File: src/sdpc_pkg.sv
// Shared constants and types for the stepper driver control block
package sdpc_pkg;

    // ------------------------------------------------------------
    // Bus geometry
    // ------------------------------------------------------------
    localparam int SDPC_ADDR_W = 8;
    localparam int SDPC_DATA_W = 32;

    // ------------------------------------------------------------
    // Register offsets
    // ------------------------------------------------------------
    localparam logic [7:0] SDPC_CTRL_OFS     = 8'h00;
    localparam logic [7:0] SDPC_STATUS_OFS   = 8'h04;
    localparam logic [7:0] SDPC_PHASE_OFS    = 8'h08;
    localparam logic [7:0] SDPC_IRQ_STAT_OFS = 8'h0c;
    localparam logic [7:0] SDPC_IRQ_MASK_OFS = 8'h10;

    // ------------------------------------------------------------
    // Field positions
    // ------------------------------------------------------------
    localparam int SDPC_CTRL_SOFT_STANDBY_N = 0;

    localparam int SDPC_ST_SERIAL      = 0;
    localparam int SDPC_ST_MOTOR_GOOD  = 1;
    localparam int SDPC_ST_LOGIC_GOOD  = 2;
    localparam int SDPC_ST_OC_LATCH    = 3;
    localparam int SDPC_ST_OT_LATCH    = 4;
    localparam int SDPC_ST_STANDBY     = 5;
    localparam int SDPC_ST_DRIVE_EN    = 6;

    localparam int SDPC_IRQ_W          = 3;
    localparam int SDPC_IRQ_OC         = 0;
    localparam int SDPC_IRQ_OT         = 1;
    localparam int SDPC_IRQ_SUPPLY     = 2;

    // Synchroniser lane positions
    localparam int SDPC_SYNC_W         = 13;
    localparam int SDPC_LN_THERMAL     = 0;
    localparam int SDPC_LN_OVERCUR     = 1;
    localparam int SDPC_LN_LOGIC_GOOD  = 2;
    localparam int SDPC_LN_MOTOR_GOOD  = 3;
    localparam int SDPC_LN_PHASE_LO    = 4;
    localparam int SDPC_LN_MODE        = 12;

    // ------------------------------------------------------------
    // Reset values
    // ------------------------------------------------------------
    localparam logic                  SDPC_CTRL_RST  = 1'b0;
    localparam logic [SDPC_IRQ_W-1:0] SDPC_MASK_RST  = 3'h0;
    localparam logic [SDPC_IRQ_W-1:0] SDPC_STAT_RST  = 3'h0;
    localparam logic [7:0]            SDPC_PHASE_RST = 8'h00;
    localparam logic [31:0]           SDPC_RDATA_RST = 32'h0000_0000;

    // ------------------------------------------------------------
    // Types
    // ------------------------------------------------------------
    typedef enum logic {SDPC_PARALLEL, SDPC_SERIAL} sdpc_mode_t;

    typedef struct packed {
        logic a_plus;
        logic a_minus;
        logic b_plus;
        logic b_minus;
        logic c_plus;
        logic c_minus;
        logic d_plus;
        logic d_minus;
    } sdpc_phase_t;

    typedef struct packed {
        logic data;
        logic clk;
        logic storage_clear_n;
        logic gate;
        logic latch;
        logic standby_n;
    } sdpc_serial_t;

    typedef struct packed {
        logic                   wr;
        logic                   rd;
        logic [SDPC_ADDR_W-1:0] addr;
        logic [SDPC_DATA_W-1:0] wdata;
    } sdpc_bus_req_t;

endpackage : sdpc_pkg

File: src/sdpc_sync.sv
// Two-flop synchroniser for asynchronous pin levels
`timescale 1ns/1ns
`default_nettype none
module sdpc_sync #(
    parameter int W = 1
) (
    // Clock and reset
    input  wire logic         sys_clk,
    input  wire logic         rst,
    // Levels
    input  wire logic [W-1:0] async_in,
    output logic      [W-1:0] sync_out
);
    import sdpc_pkg::*;

    logic [W-1:0] meta_reg;
    logic [W-1:0] meta_next;
    logic [W-1:0] stable_reg;
    logic [W-1:0] stable_next;

    always_comb begin
        meta_next   = async_in;
        stable_next = meta_reg;
    end

    always_ff @(posedge sys_clk) begin
        if (rst) begin
            meta_reg   <= '0;
            stable_reg <= '0;
        end else begin
            meta_reg   <= meta_next;
            stable_reg <= stable_next;
        end
    end

    assign sync_out = stable_reg;

endmodule : sdpc_sync
`default_nettype wire

File: src/sdpc_top.sv
// Stepper driver control: interface select, phase drive, fault latches
//
// Design decisions made here: the register addresses and the strobed register port.
`timescale 1ns/1ns
`default_nettype none
// Function
// - Interface-select low picks direct parallel drive, high picks serial conversion.
// - In parallel mode each phase input turns its own transistor on while high, plus then minus.
// - Over-current switches the outputs off until supply re-application or standby.
// - Over-temperature switches all outputs off, cleared only by supply re-application or standby.
// - The motor-supply status reads high above threshold and low below it.
// - Transistors are enabled only while motor and logic supply monitors are both high.
// - The open-drain fault flag pulls low while either shutdown latch is active.
// - In normal operation the fault flag releases its pin.
// - Once the latched fault clears, the fault flag releases again.
// - In serial mode the input pins become serial data, clock, latch, clear, gate, standby and alarm.
// - Standby low turns off all functions and outputs and clears latched faults; here the phase outputs are forced off and the fault latches cleared.
module sdpc_top (
    // Clock and reset
    input  wire logic                 sys_clk,
    input  wire logic                 rst,
    // Register port
    input  wire sdpc_pkg::sdpc_bus_req_t bus_req,
    output logic [31:0]               rd_data,
    output logic                      irq,
    // Interface select and logic pins
    input  wire logic                 mode_pin,
    input  wire sdpc_pkg::sdpc_phase_t phase_in,
    output logic                      thermal_alarm_n_o,
    output logic                      thermal_alarm_n_oe_n,
    // Supply monitors and detectors
    input  wire logic                 motor_supply_good,
    input  wire logic                 logic_supply_good,
    input  wire logic                 overcurrent_detect,
    input  wire logic                 thermal_shutdown,
    // Serial engine link
    output sdpc_pkg::sdpc_serial_t    serial_pins,
    input  wire sdpc_pkg::sdpc_phase_t serial_enable,
    input  wire logic                 serial_alarm,
    // Motor outputs and fault flag
    output sdpc_pkg::sdpc_phase_t     phase_out,
    output logic                      fault_flag_o,
    output logic                      fault_flag_oe_n
);
    import sdpc_pkg::*;

    // ------------------------------------------------------------
    // Pin synchronisation
    // ------------------------------------------------------------
    logic [SDPC_SYNC_W-1:0] raw_pins;
    logic [SDPC_SYNC_W-1:0] sync_pins;

    assign raw_pins = {mode_pin, phase_in, motor_supply_good, logic_supply_good,
                       overcurrent_detect, thermal_shutdown};

    sdpc_sync #(
        .W (SDPC_SYNC_W)
    ) sdpc_sync_inst (
        .sys_clk  (sys_clk),
        .rst      (rst),
        .async_in (raw_pins),
        .sync_out (sync_pins)
    );

    // ------------------------------------------------------------
    // Decoded pin levels
    // ------------------------------------------------------------
    sdpc_mode_t  mode;
    sdpc_phase_t phase_s;
    logic        motor_good;
    logic        logic_good;
    logic        oc_det;
    logic        ot_det;
    sdpc_serial_t serial_s;

    always_comb begin
        mode       = sync_pins[SDPC_LN_MODE] ? SDPC_SERIAL : SDPC_PARALLEL;
        phase_s    = sdpc_phase_t'(sync_pins[SDPC_LN_PHASE_LO +: 8]);
        motor_good = sync_pins[SDPC_LN_MOTOR_GOOD];
        logic_good = sync_pins[SDPC_LN_LOGIC_GOOD];
        oc_det     = sync_pins[SDPC_LN_OVERCUR];
        ot_det     = sync_pins[SDPC_LN_THERMAL];
        // Pin reuse in serial mode
        serial_s.data            = phase_s.d_plus;
        serial_s.clk             = phase_s.d_minus;
        serial_s.storage_clear_n = phase_s.a_plus;
        serial_s.gate            = phase_s.a_minus;
        serial_s.standby_n       = phase_s.b_plus;
        serial_s.latch           = phase_s.b_minus;
    end

    // ------------------------------------------------------------
    // Registers and state
    // ------------------------------------------------------------
    logic                  soft_standby_n_reg, soft_standby_n_next;
    logic [SDPC_IRQ_W-1:0] mask_reg, mask_next;
    logic [SDPC_IRQ_W-1:0] stat_reg, stat_next;
    logic                  oc_latch_reg, oc_latch_next;
    logic                  ot_latch_reg, ot_latch_next;
    logic                  motor_prev_reg, motor_prev_next;
    sdpc_phase_t           phase_out_reg, phase_out_next;
    sdpc_serial_t          serial_reg, serial_next;
    logic                  fault_oe_n_reg, fault_oe_n_next;
    logic                  alarm_oe_n_reg, alarm_oe_n_next;
    logic                  irq_reg, irq_next;
    logic [31:0]           rd_data_reg, rd_data_next;

    logic                  standby_act;
    logic                  clear_latch;
    logic                  fault_any;
    logic                  drive_en;
    logic [SDPC_IRQ_W-1:0] events;
    logic [SDPC_IRQ_W-1:0] w1c;
    logic [31:0]           status_word;

    // ------------------------------------------------------------
    // Fault latches and drive gate
    // ------------------------------------------------------------
    always_comb begin
        standby_act = soft_standby_n_reg
                    | ((mode == SDPC_SERIAL) & ~serial_s.standby_n);
        // Supply low means a later re-application starts clean
        clear_latch = standby_act | ~motor_good;
        // Detection wins over a clear in the same cycle
        oc_latch_next = oc_det | (oc_latch_reg & ~clear_latch);
        ot_latch_next = ot_det | (ot_latch_reg & ~clear_latch);
        fault_any     = oc_latch_reg | ot_latch_reg;
        drive_en      = motor_good & logic_good & ~fault_any & ~standby_act;
        motor_prev_next = motor_good;

        phase_out_next = SDPC_PHASE_RST;
        if (drive_en) begin
            case (mode)
                SDPC_PARALLEL: phase_out_next = phase_s;
                SDPC_SERIAL:   phase_out_next = serial_enable;
                default:       phase_out_next = SDPC_PHASE_RST;
            endcase
        end

        // Open drain: low enable means the pin is pulled to ground
        fault_oe_n_next = ~(oc_latch_next | ot_latch_next);

        serial_next     = (mode == SDPC_SERIAL) ? serial_s : '0;
        serial_next.standby_n = (mode == SDPC_SERIAL) ? serial_s.standby_n : 1'b0;
        alarm_oe_n_next = ~((mode == SDPC_SERIAL) & serial_alarm);
    end

    // ------------------------------------------------------------
    // Register port and interrupts
    // ------------------------------------------------------------
    always_comb begin
        events = '0;
        events[SDPC_IRQ_OC]     = oc_latch_next & ~oc_latch_reg;
        events[SDPC_IRQ_OT]     = ot_latch_next & ~ot_latch_reg;
        events[SDPC_IRQ_SUPPLY] = motor_prev_reg & ~motor_good;

        soft_standby_n_next = soft_standby_n_reg;
        mask_next      = mask_reg;
        w1c            = '0;
        if (bus_req.wr) begin
            case (bus_req.addr)
                SDPC_CTRL_OFS:     soft_standby_n_next = bus_req.wdata[SDPC_CTRL_SOFT_STANDBY_N];
                SDPC_IRQ_MASK_OFS: mask_next      = bus_req.wdata[SDPC_IRQ_W-1:0];
                SDPC_IRQ_STAT_OFS: w1c            = bus_req.wdata[SDPC_IRQ_W-1:0];
                default:           w1c            = '0;
            endcase
        end
        // A new event beats a clear in the same cycle
        stat_next = (stat_reg & ~w1c) | events;
        irq_next  = |(stat_next & mask_next);

        status_word = '0;
        status_word[SDPC_ST_SERIAL]     = (mode == SDPC_SERIAL);
        status_word[SDPC_ST_MOTOR_GOOD] = motor_good;
        status_word[SDPC_ST_LOGIC_GOOD] = logic_good;
        status_word[SDPC_ST_OC_LATCH]   = oc_latch_reg;
        status_word[SDPC_ST_OT_LATCH]   = ot_latch_reg;
        status_word[SDPC_ST_STANDBY]    = standby_act;
        status_word[SDPC_ST_DRIVE_EN]   = drive_en;

        rd_data_next = SDPC_RDATA_RST;
        if (bus_req.rd) begin
            case (bus_req.addr)
                SDPC_CTRL_OFS:     rd_data_next = {31'h0, soft_standby_n_reg};
                SDPC_STATUS_OFS:   rd_data_next = status_word;
                SDPC_PHASE_OFS:    rd_data_next = {24'h0, phase_out_reg};
                SDPC_IRQ_STAT_OFS: rd_data_next = {29'h0, stat_reg};
                SDPC_IRQ_MASK_OFS: rd_data_next = {29'h0, mask_reg};
                default:           rd_data_next = SDPC_RDATA_RST;
            endcase
        end
    end

    // ------------------------------------------------------------
    // State registers
    // ------------------------------------------------------------
    always_ff @(posedge sys_clk) begin
        if (rst) begin
            soft_standby_n_reg  <= SDPC_CTRL_RST;
            mask_reg       <= SDPC_MASK_RST;
            stat_reg       <= SDPC_STAT_RST;
            oc_latch_reg   <= 1'b0;
            ot_latch_reg   <= 1'b0;
            motor_prev_reg <= 1'b0;
            phase_out_reg  <= SDPC_PHASE_RST;
            serial_reg     <= '0;
            fault_oe_n_reg <= 1'b1;
            alarm_oe_n_reg <= 1'b1;
            irq_reg        <= 1'b0;
            rd_data_reg    <= SDPC_RDATA_RST;
        end else begin
            soft_standby_n_reg  <= soft_standby_n_next;
            mask_reg       <= mask_next;
            stat_reg       <= stat_next;
            oc_latch_reg   <= oc_latch_next;
            ot_latch_reg   <= ot_latch_next;
            motor_prev_reg <= motor_prev_next;
            phase_out_reg  <= phase_out_next;
            serial_reg     <= serial_next;
            fault_oe_n_reg <= fault_oe_n_next;
            alarm_oe_n_reg <= alarm_oe_n_next;
            irq_reg        <= irq_next;
            rd_data_reg    <= rd_data_next;
        end
    end

    // ------------------------------------------------------------
    // Outputs
    // ------------------------------------------------------------
    assign phase_out            = phase_out_reg;
    assign serial_pins          = serial_reg;
    assign fault_flag_o         = 1'b0;
    assign fault_flag_oe_n      = fault_oe_n_reg;
    assign thermal_alarm_n_o    = 1'b0;
    assign thermal_alarm_n_oe_n = alarm_oe_n_reg;
    assign irq                  = irq_reg;
    assign rd_data              = rd_data_reg;

endmodule : sdpc_top
`default_nettype wire

File: config.mk
export PLATFORM = sky130hd
export DESIGN_NAME = sdpc_top
export DESIGN_NICKNAME = d
export VERILOG_FILES = /design/src/sdpc_pkg.sv /design/src/sdpc_sync.sv /design/src/sdpc_top.sv
export SDC_FILE = /design/constraint.sdc
export NUM_CORES = 1
export LEC_CHECK = 0
export BUFFER_PORTS_ARGS = -buffer_cell sky130_fd_sc_hd__buf_2
export CORE_MARGIN = 2
export CORE_UTILIZATION = 45
export DETAILED_ROUTE_END_ITERATION = 8
export PLACE_DENSITY = 0.79
export SYNTH_ARGS = -nofsm -noshare
export SYNTH_HDL_FRONTEND = slang
export SYNTH_SLANG_ARGS = --single-unit
File: constraint.sdc
create_clock -name sys_clk -period 1.7 [get_ports sys_clk]
set_input_delay 0.085 -clock sys_clk [delete_from_list [all_inputs] [get_ports sys_clk]]
set_output_delay 0.085 -clock sys_clk [all_outputs]
set_load 0.1 [all_outputs]
# Yosys cells after proc, flatten, opt, wreduce, memory -nomap -nowiden
# Cells that the tools add are included.
[op_classes]
eq_ne = 4
n_mux = 7
bitwise_logic = 32
reduce_logical = 6
[op_table]
columns = ["operator", "n"]
rows = [
  ["case mux 8 bit (5 select lines)", 1],
  ["== test 8 x 4 -> 1 bit, second input constant", 2],
  ["case mux 8 bit (2 select lines)", 1],
  ["2-to-1 mux 3 bit", 4],
  ["inverter 1 bit", 12],
  ["AND 1 bit", 10],
  ["== test 8 x 3 -> 1 bit, second input constant", 1],
  ["== test 8 x 5 -> 1 bit, second input constant", 1],
  ["logical NOT 8 bit", 1],
  ["AND 3 bit", 2],
  ["OR 1 bit", 6],
  ["OR reduction 2 bit", 3],
  ["inverter 3 bit", 1],
  ["OR 3 bit", 1],
  ["OR reduction 3 bit", 1],
  ["AND reduction 2 bit", 1],
  ["2-to-1 mux 1 bit", 1],
]
[word_totals]
reg_bits = 85
inputBits = 66
out_inout_bits = 51
elab_cells = 75

# Logic depth before layout (Yosys ltp)
[depth]
depth_word = 11
depth_mapped = 5
ltp_nobuf = 4

# Hierarchy
# A second synthesis with hierarchy kept.
[unflattened]
hier_cells = 230
area_unflattened_um2 = 2322.2
[modules_own_cells]
columns = ["mod", "instances", "cells_each", "area_each_um2", "seq_area_each_um2"]
rows = [
  ["sdpc_top", 1, 176, 1621.6, 700.7],
  ["sdpc_sync", 1, 54, 700.7, 520.5],
]

# Worst setup path before layout
# No wires, ideal clock.
[synth_path]
path_kind = "input-to-reg"
startpoint = "input bus_req[39] (netlist bit)"
endpoint = "register irq_reg (netlist: irq)"
setup_time_ns = 0.135
t_arrival_ns = 1.242
t_required_ns = 1.565
slack_ns = 0.323
stages = 4
path_buffers = 0
cell_sequence = "or4_4 -> o41a_1 -> o221ai_2 -> o221ai_1"
[synth_via]
elab_chain_cells = 8
elab_cells_between_ends = 11
classes_between = "eq/ne (2); mux (4); bitwise (4); reduce/logical (1)"
[synth_rtl]
columns = ["element", "line", "rtl"]
rows = [
  ["from (decl)", "sdpc_top.sv:23", "input wire sdpc_pkg::sdpc_bus_req_t bus_req,"],
  ["== test 8 x 4 -> 1 bit", "sdpc_top.sv:161", "case (bus_req.addr)"],
  ["2-to-1 mux 3 bit", "sdpc_top.sv:161", ""],
  ["2-to-1 mux 3 bit", "sdpc_top.sv:160", "if (bus_req.wr) begin"],
  ["inverter 3 bit", "sdpc_top.sv:169", "stat_next = (stat_reg & ~w1c) | events;"],
  ["AND 3 bit", "sdpc_top.sv:169", ""],
  ["OR 3 bit", "sdpc_top.sv:169", ""],
  ["AND 3 bit (*)", "sdpc_top.sv:170", "irq_next = |(stat_next & mask_next);"],
  ["OR reduction 3 bit (*)", "sdpc_top.sv:170", ""],
  ["to (signal assigned)", "sdpc_top.sv:222", "irq_reg <= irq_next;"],
  ["to (decl)", "sdpc_top.sv:105", "logic irq_reg, irq_next;"],
]
# Every way passes the cells marked *; elsewhere a longest branch is shown, timed or not.
# A chain may end at the register's enable or synchronous reset.

# Worst setup path in the final report
[layout_path]
startpoint = "register sdpc_sync_inst.stable_reg[12] (netlist: sdpc_sync_inst.sync_out[12])"
endpoint = "register phase_out_reg (netlist bit phase_out[0])"
[layout_via]
elab_chain_cells = 7
elab_cells_between_ends = 9
classes_between = "mux (2); bitwise (6); reduce/logical (1)"
[layout_rtl]
columns = ["element", "line", "rtl"]
rows = [
  ["from (decl)", "sdpc_sync.sv:18", "logic [W-1:0] stable_reg;"],
  ["from (signal assigned)", "sdpc_sync.sv:32", "stable_reg <= stable_next;"],
  ["2-to-1 mux 1 bit (*)", "sdpc_top.sv:77", "mode = sync_pins[SDPC_LN_MODE] ? SDPC_SERIAL : SDPC_PARALLEL;"],
  ["AND 1 bit", "sdpc_top.sv:121", "| ((mode == SDPC_SERIAL) & ~serial_s.standby_n);"],
  ["OR 1 bit", "sdpc_top.sv:121", ""],
  ["inverter 1 bit", "sdpc_top.sv:128", "drive_en = motor_good & logic_good & ~fault_any & ~standby_act;"],
  ["AND 1 bit", "sdpc_top.sv:128", ""],
  ["inverter 1 bit (no source line)", "-", ""],
  ["OR reduction 2 bit (no source line)", "-", ""],
  ["to (signal assigned)", "sdpc_top.sv:218", "phase_out_reg <= phase_out_next;"],
  ["to (decl)", "sdpc_top.sv:101", "sdpc_phase_t phase_out_reg, phase_out_next;"],
]
# Marks and branches as above.

==> flow_metrics.py <==
metrics = {
    "outcome": {
        "outcome": "complete, no violations",
    },
    "critical_path": {
        "path_cells": "nor2b_1, nor3b_1, nand4_1, nor2_1",
        "cp_data_required_time_ns": 1.95,
        "end_kind": "flop",
        "crit_slowest_cell": "nand4_1",
        "slowest_delay_ns": 0.36,
        "cp.arrival_ns": 1.61,
        "crit_path_start_kind": "flop",
        "path_class": "reg2reg",
        "crit_path_max_fanout": 8,
    },
    "logic_synthesis": {
        "yosysTopAreaCell": "dfxtp_1",
        "synthCells": 231,
        "syn_area_sq_um": 2310,
        "syn_area_per_cell_sq_um": 9.99,
        "seq_area_frac_synth_pct": 52.9,
        "synth_cell_types": 35,
        "synthFlopType": "dfxtp_1",
        "synth_most_common_cell": "dfxtp_1",
        "synth_top_area_share_pct": 52.9,
        "yosys-top-cells-area": "dfxtp_1, nor2b_1, buf_4",
        "yosysWarnings": 0,
        "synthTopCellsByCount": "dfxtp_1, nor2b_1, buf_4, nor2_1, mux2i_1",
        "synth_edf_count": 0,
        "ys_ff_latch": 61,
        "async_reset_ff_share_pct": 0,
    },
    "power_and_ir_drop": {
        "powerDensity_nw_per_um2": 1130,
        "power.leakage_nw": 1.34,
        "peakVddDrop_uv": 633,
    },
    "global_route": {
        "grt_pass1_vias": 1601,
        "grt.total_usage_pct": 16.6,
        "use_met3_pct": 6.08,
        "grt_pass1_wl_um": 6900,
        "use_met1_pct": 17.9,
        "grt_overflow": 0,
        "grt_antenna_before_repair": 0,
        "grt_max_degree": 22,
        "busiest_layer": "met2",
        "grtUsageMet2_pct": 29.0,
    },
    "timing": {
        "maxSlewViolCount": 0,
        "fmax_mhz": 735,
        "rsz0062_at_grt": "false",
        "hold_viol": 0,
        "finalSetupViolCount": 0,
        "fin_crit_sh_pct": 80.1,
        "fin_crit_ns": 1.36,
        "tns_ns": 0,
        "holdWs_ns": 0.00700,
        "skew_ns": 0.00591,
    },
    "floorplanning": {
        "io_pins": 117,
        "start_util_pct": 45.8,
        "die_area_sq_um": 5720,
        "row_count": 26,
        "core_area_sq_um": 5040,
        "chipHeight_um": 75.6,
        "die_w_um": 75.6,
    },
    "clock_tree": {
        "cts_setup_buffers": 0,
        "clock-root-buffer": "clkbuf_8",
        "cts_htree_levels": 3,
        "hold_buffers": 16,
        "numCtsBuffers": 9,
        "cts_buffer_depth": 2,
        "ctsResizeCount": 0,
        "cts_sinks": 61,
        "clk_pin_slew_ns": 0.06,
        "clock_latency_ns": 0.33,
        "cts_tree": "yes",
    },
    "routing": {
        "final_antenna_net_count": 0,
        "drc": 0,
        "drt-total-wl_um": 4590,
        "dr_total_vias": 1769,
        "detail_route.wl_per_cell_um": 11.8,
        "drt-pass1-iter-count": 4,
        "drtIter0Drc": 91,
        "via_per_inst": 4.55,
    },
    "flow_run": {
        "max-cap-violations": 0,
    },
    "min_path": {
        "min_path_type": "in2reg",
    },
    "placement": {
        "gp_congestion": 0.868,
        "port_buffers": 61,
        "hpwl_um": 3220,
    },
    "cells_and_area": {
        "drive_above_1_share_pct": 26.3,
        "syn_to_final_growth_pct": 29.8,
        "nets": 381,
        "antenna_cells": 0,
    },
}
## power breakdown
part / switching (W) / total, W / internal (W)
sequential: 0.0000140 / 0.00148 / 0.00147
combinational: 0.000353 / 0.000456 / 0.000103
clock: 0.000512 / 0.00145 / 0.000937
total: 0.000880 / 0.00339 / 0.00251
## per-layer routing
metal	vias up	routed length, um	part of all wire (%)
li1	888	-	-
met1	803	1790	39
met2	71	2430	53
met3	7	288	6.3
met4	0	80	1.7
met5	-	0	0
## through the flow
step	total power (W)	setup slack [ns]	instances	util, %	cell area (sq um)
after floorplan	0.00191	0.323	256	-	2400
after detailed placement	0.00194	0.133	358	51.6	2600
after global routing	0.00351	0.188	389	59.4	3000
after global placement	0.00193	0.108	358	51.6	2600
final	0.00339	0.339	389	59.4	3000
after CTS	0.00341	0.327	389	59.4	3000
## critical path, delay by kind of cell (launching register included)
kind	cells	cell delay, ns
flip-flops	1	0.31
AND/OR/NAND/NOR	4	0.97
## cells in the final DEF, fill, tap and decap left out, types with 3 or more instances in the layout
cell type | Yosys | final
nand2_1 | 5 | 5
nor2b_1 | 38 | 38
dfxtp_1 | 61 | 61
a22oi_1 | 3 | 3
buf_4 | 26 | 4
buf_2 | 0 | 61
mux2i_1 | 13 | 13
a22o_1 | 3 | 3
nand4_1 | 6 | 6
dlygate4sd3_1 | 0 | 16
a21oi_1 | 5 | 5
o21ai_0 | 4 | 4
clkbuf_8 | 0 | 12
conb_1 | 1 | 26
nor2_1 | 24 | 24
inv_1 | 5 | 5
and2_1 | 6 | 6
## kinds of logic (layout without fill, tap and decap cells)
family | after synthesis | in the layout | synth area share (%)
simple gates | 93 | 93 | 22.7
flops | 61 | 61 | 52.9
buf+inv | 38 | 101 | 10.4
compound gates | 24 | 24 | 7.65
mux | 14 | 14 | 6.13
other cells | 1 | 26 | 0.163
## worst paths after layout
| check | start | endpoint | slack [ns] | cells past startpoint |
|---|---|---|---|---|
| worst max-delay path | sdpc_sync_inst.sync_out[12] | phase_out[0] | 0.34 | 4 |
| worst min-delay path | serial_enable[3] | phase_out[3] | 0.007 | 3 |
| worst max register to register | sdpc_sync_inst.sync_out[12] | phase_out[0] | 0.34 | 4 |
| worst min register to register | phase_out[7] | rd_data[7] | 0.43 | 2 |
## layout make-up
type,count,area (sq um)
fillers,423,2050
flip-flops and latches,61,1220
multi-input cells,157,940
repair buffers,81,495
clock buffers,12,165
well taps,70,87.6
clock inverters,3,67.6
inverters,5,18.8
Note: power is estimated with default switching activity, not from simulation.
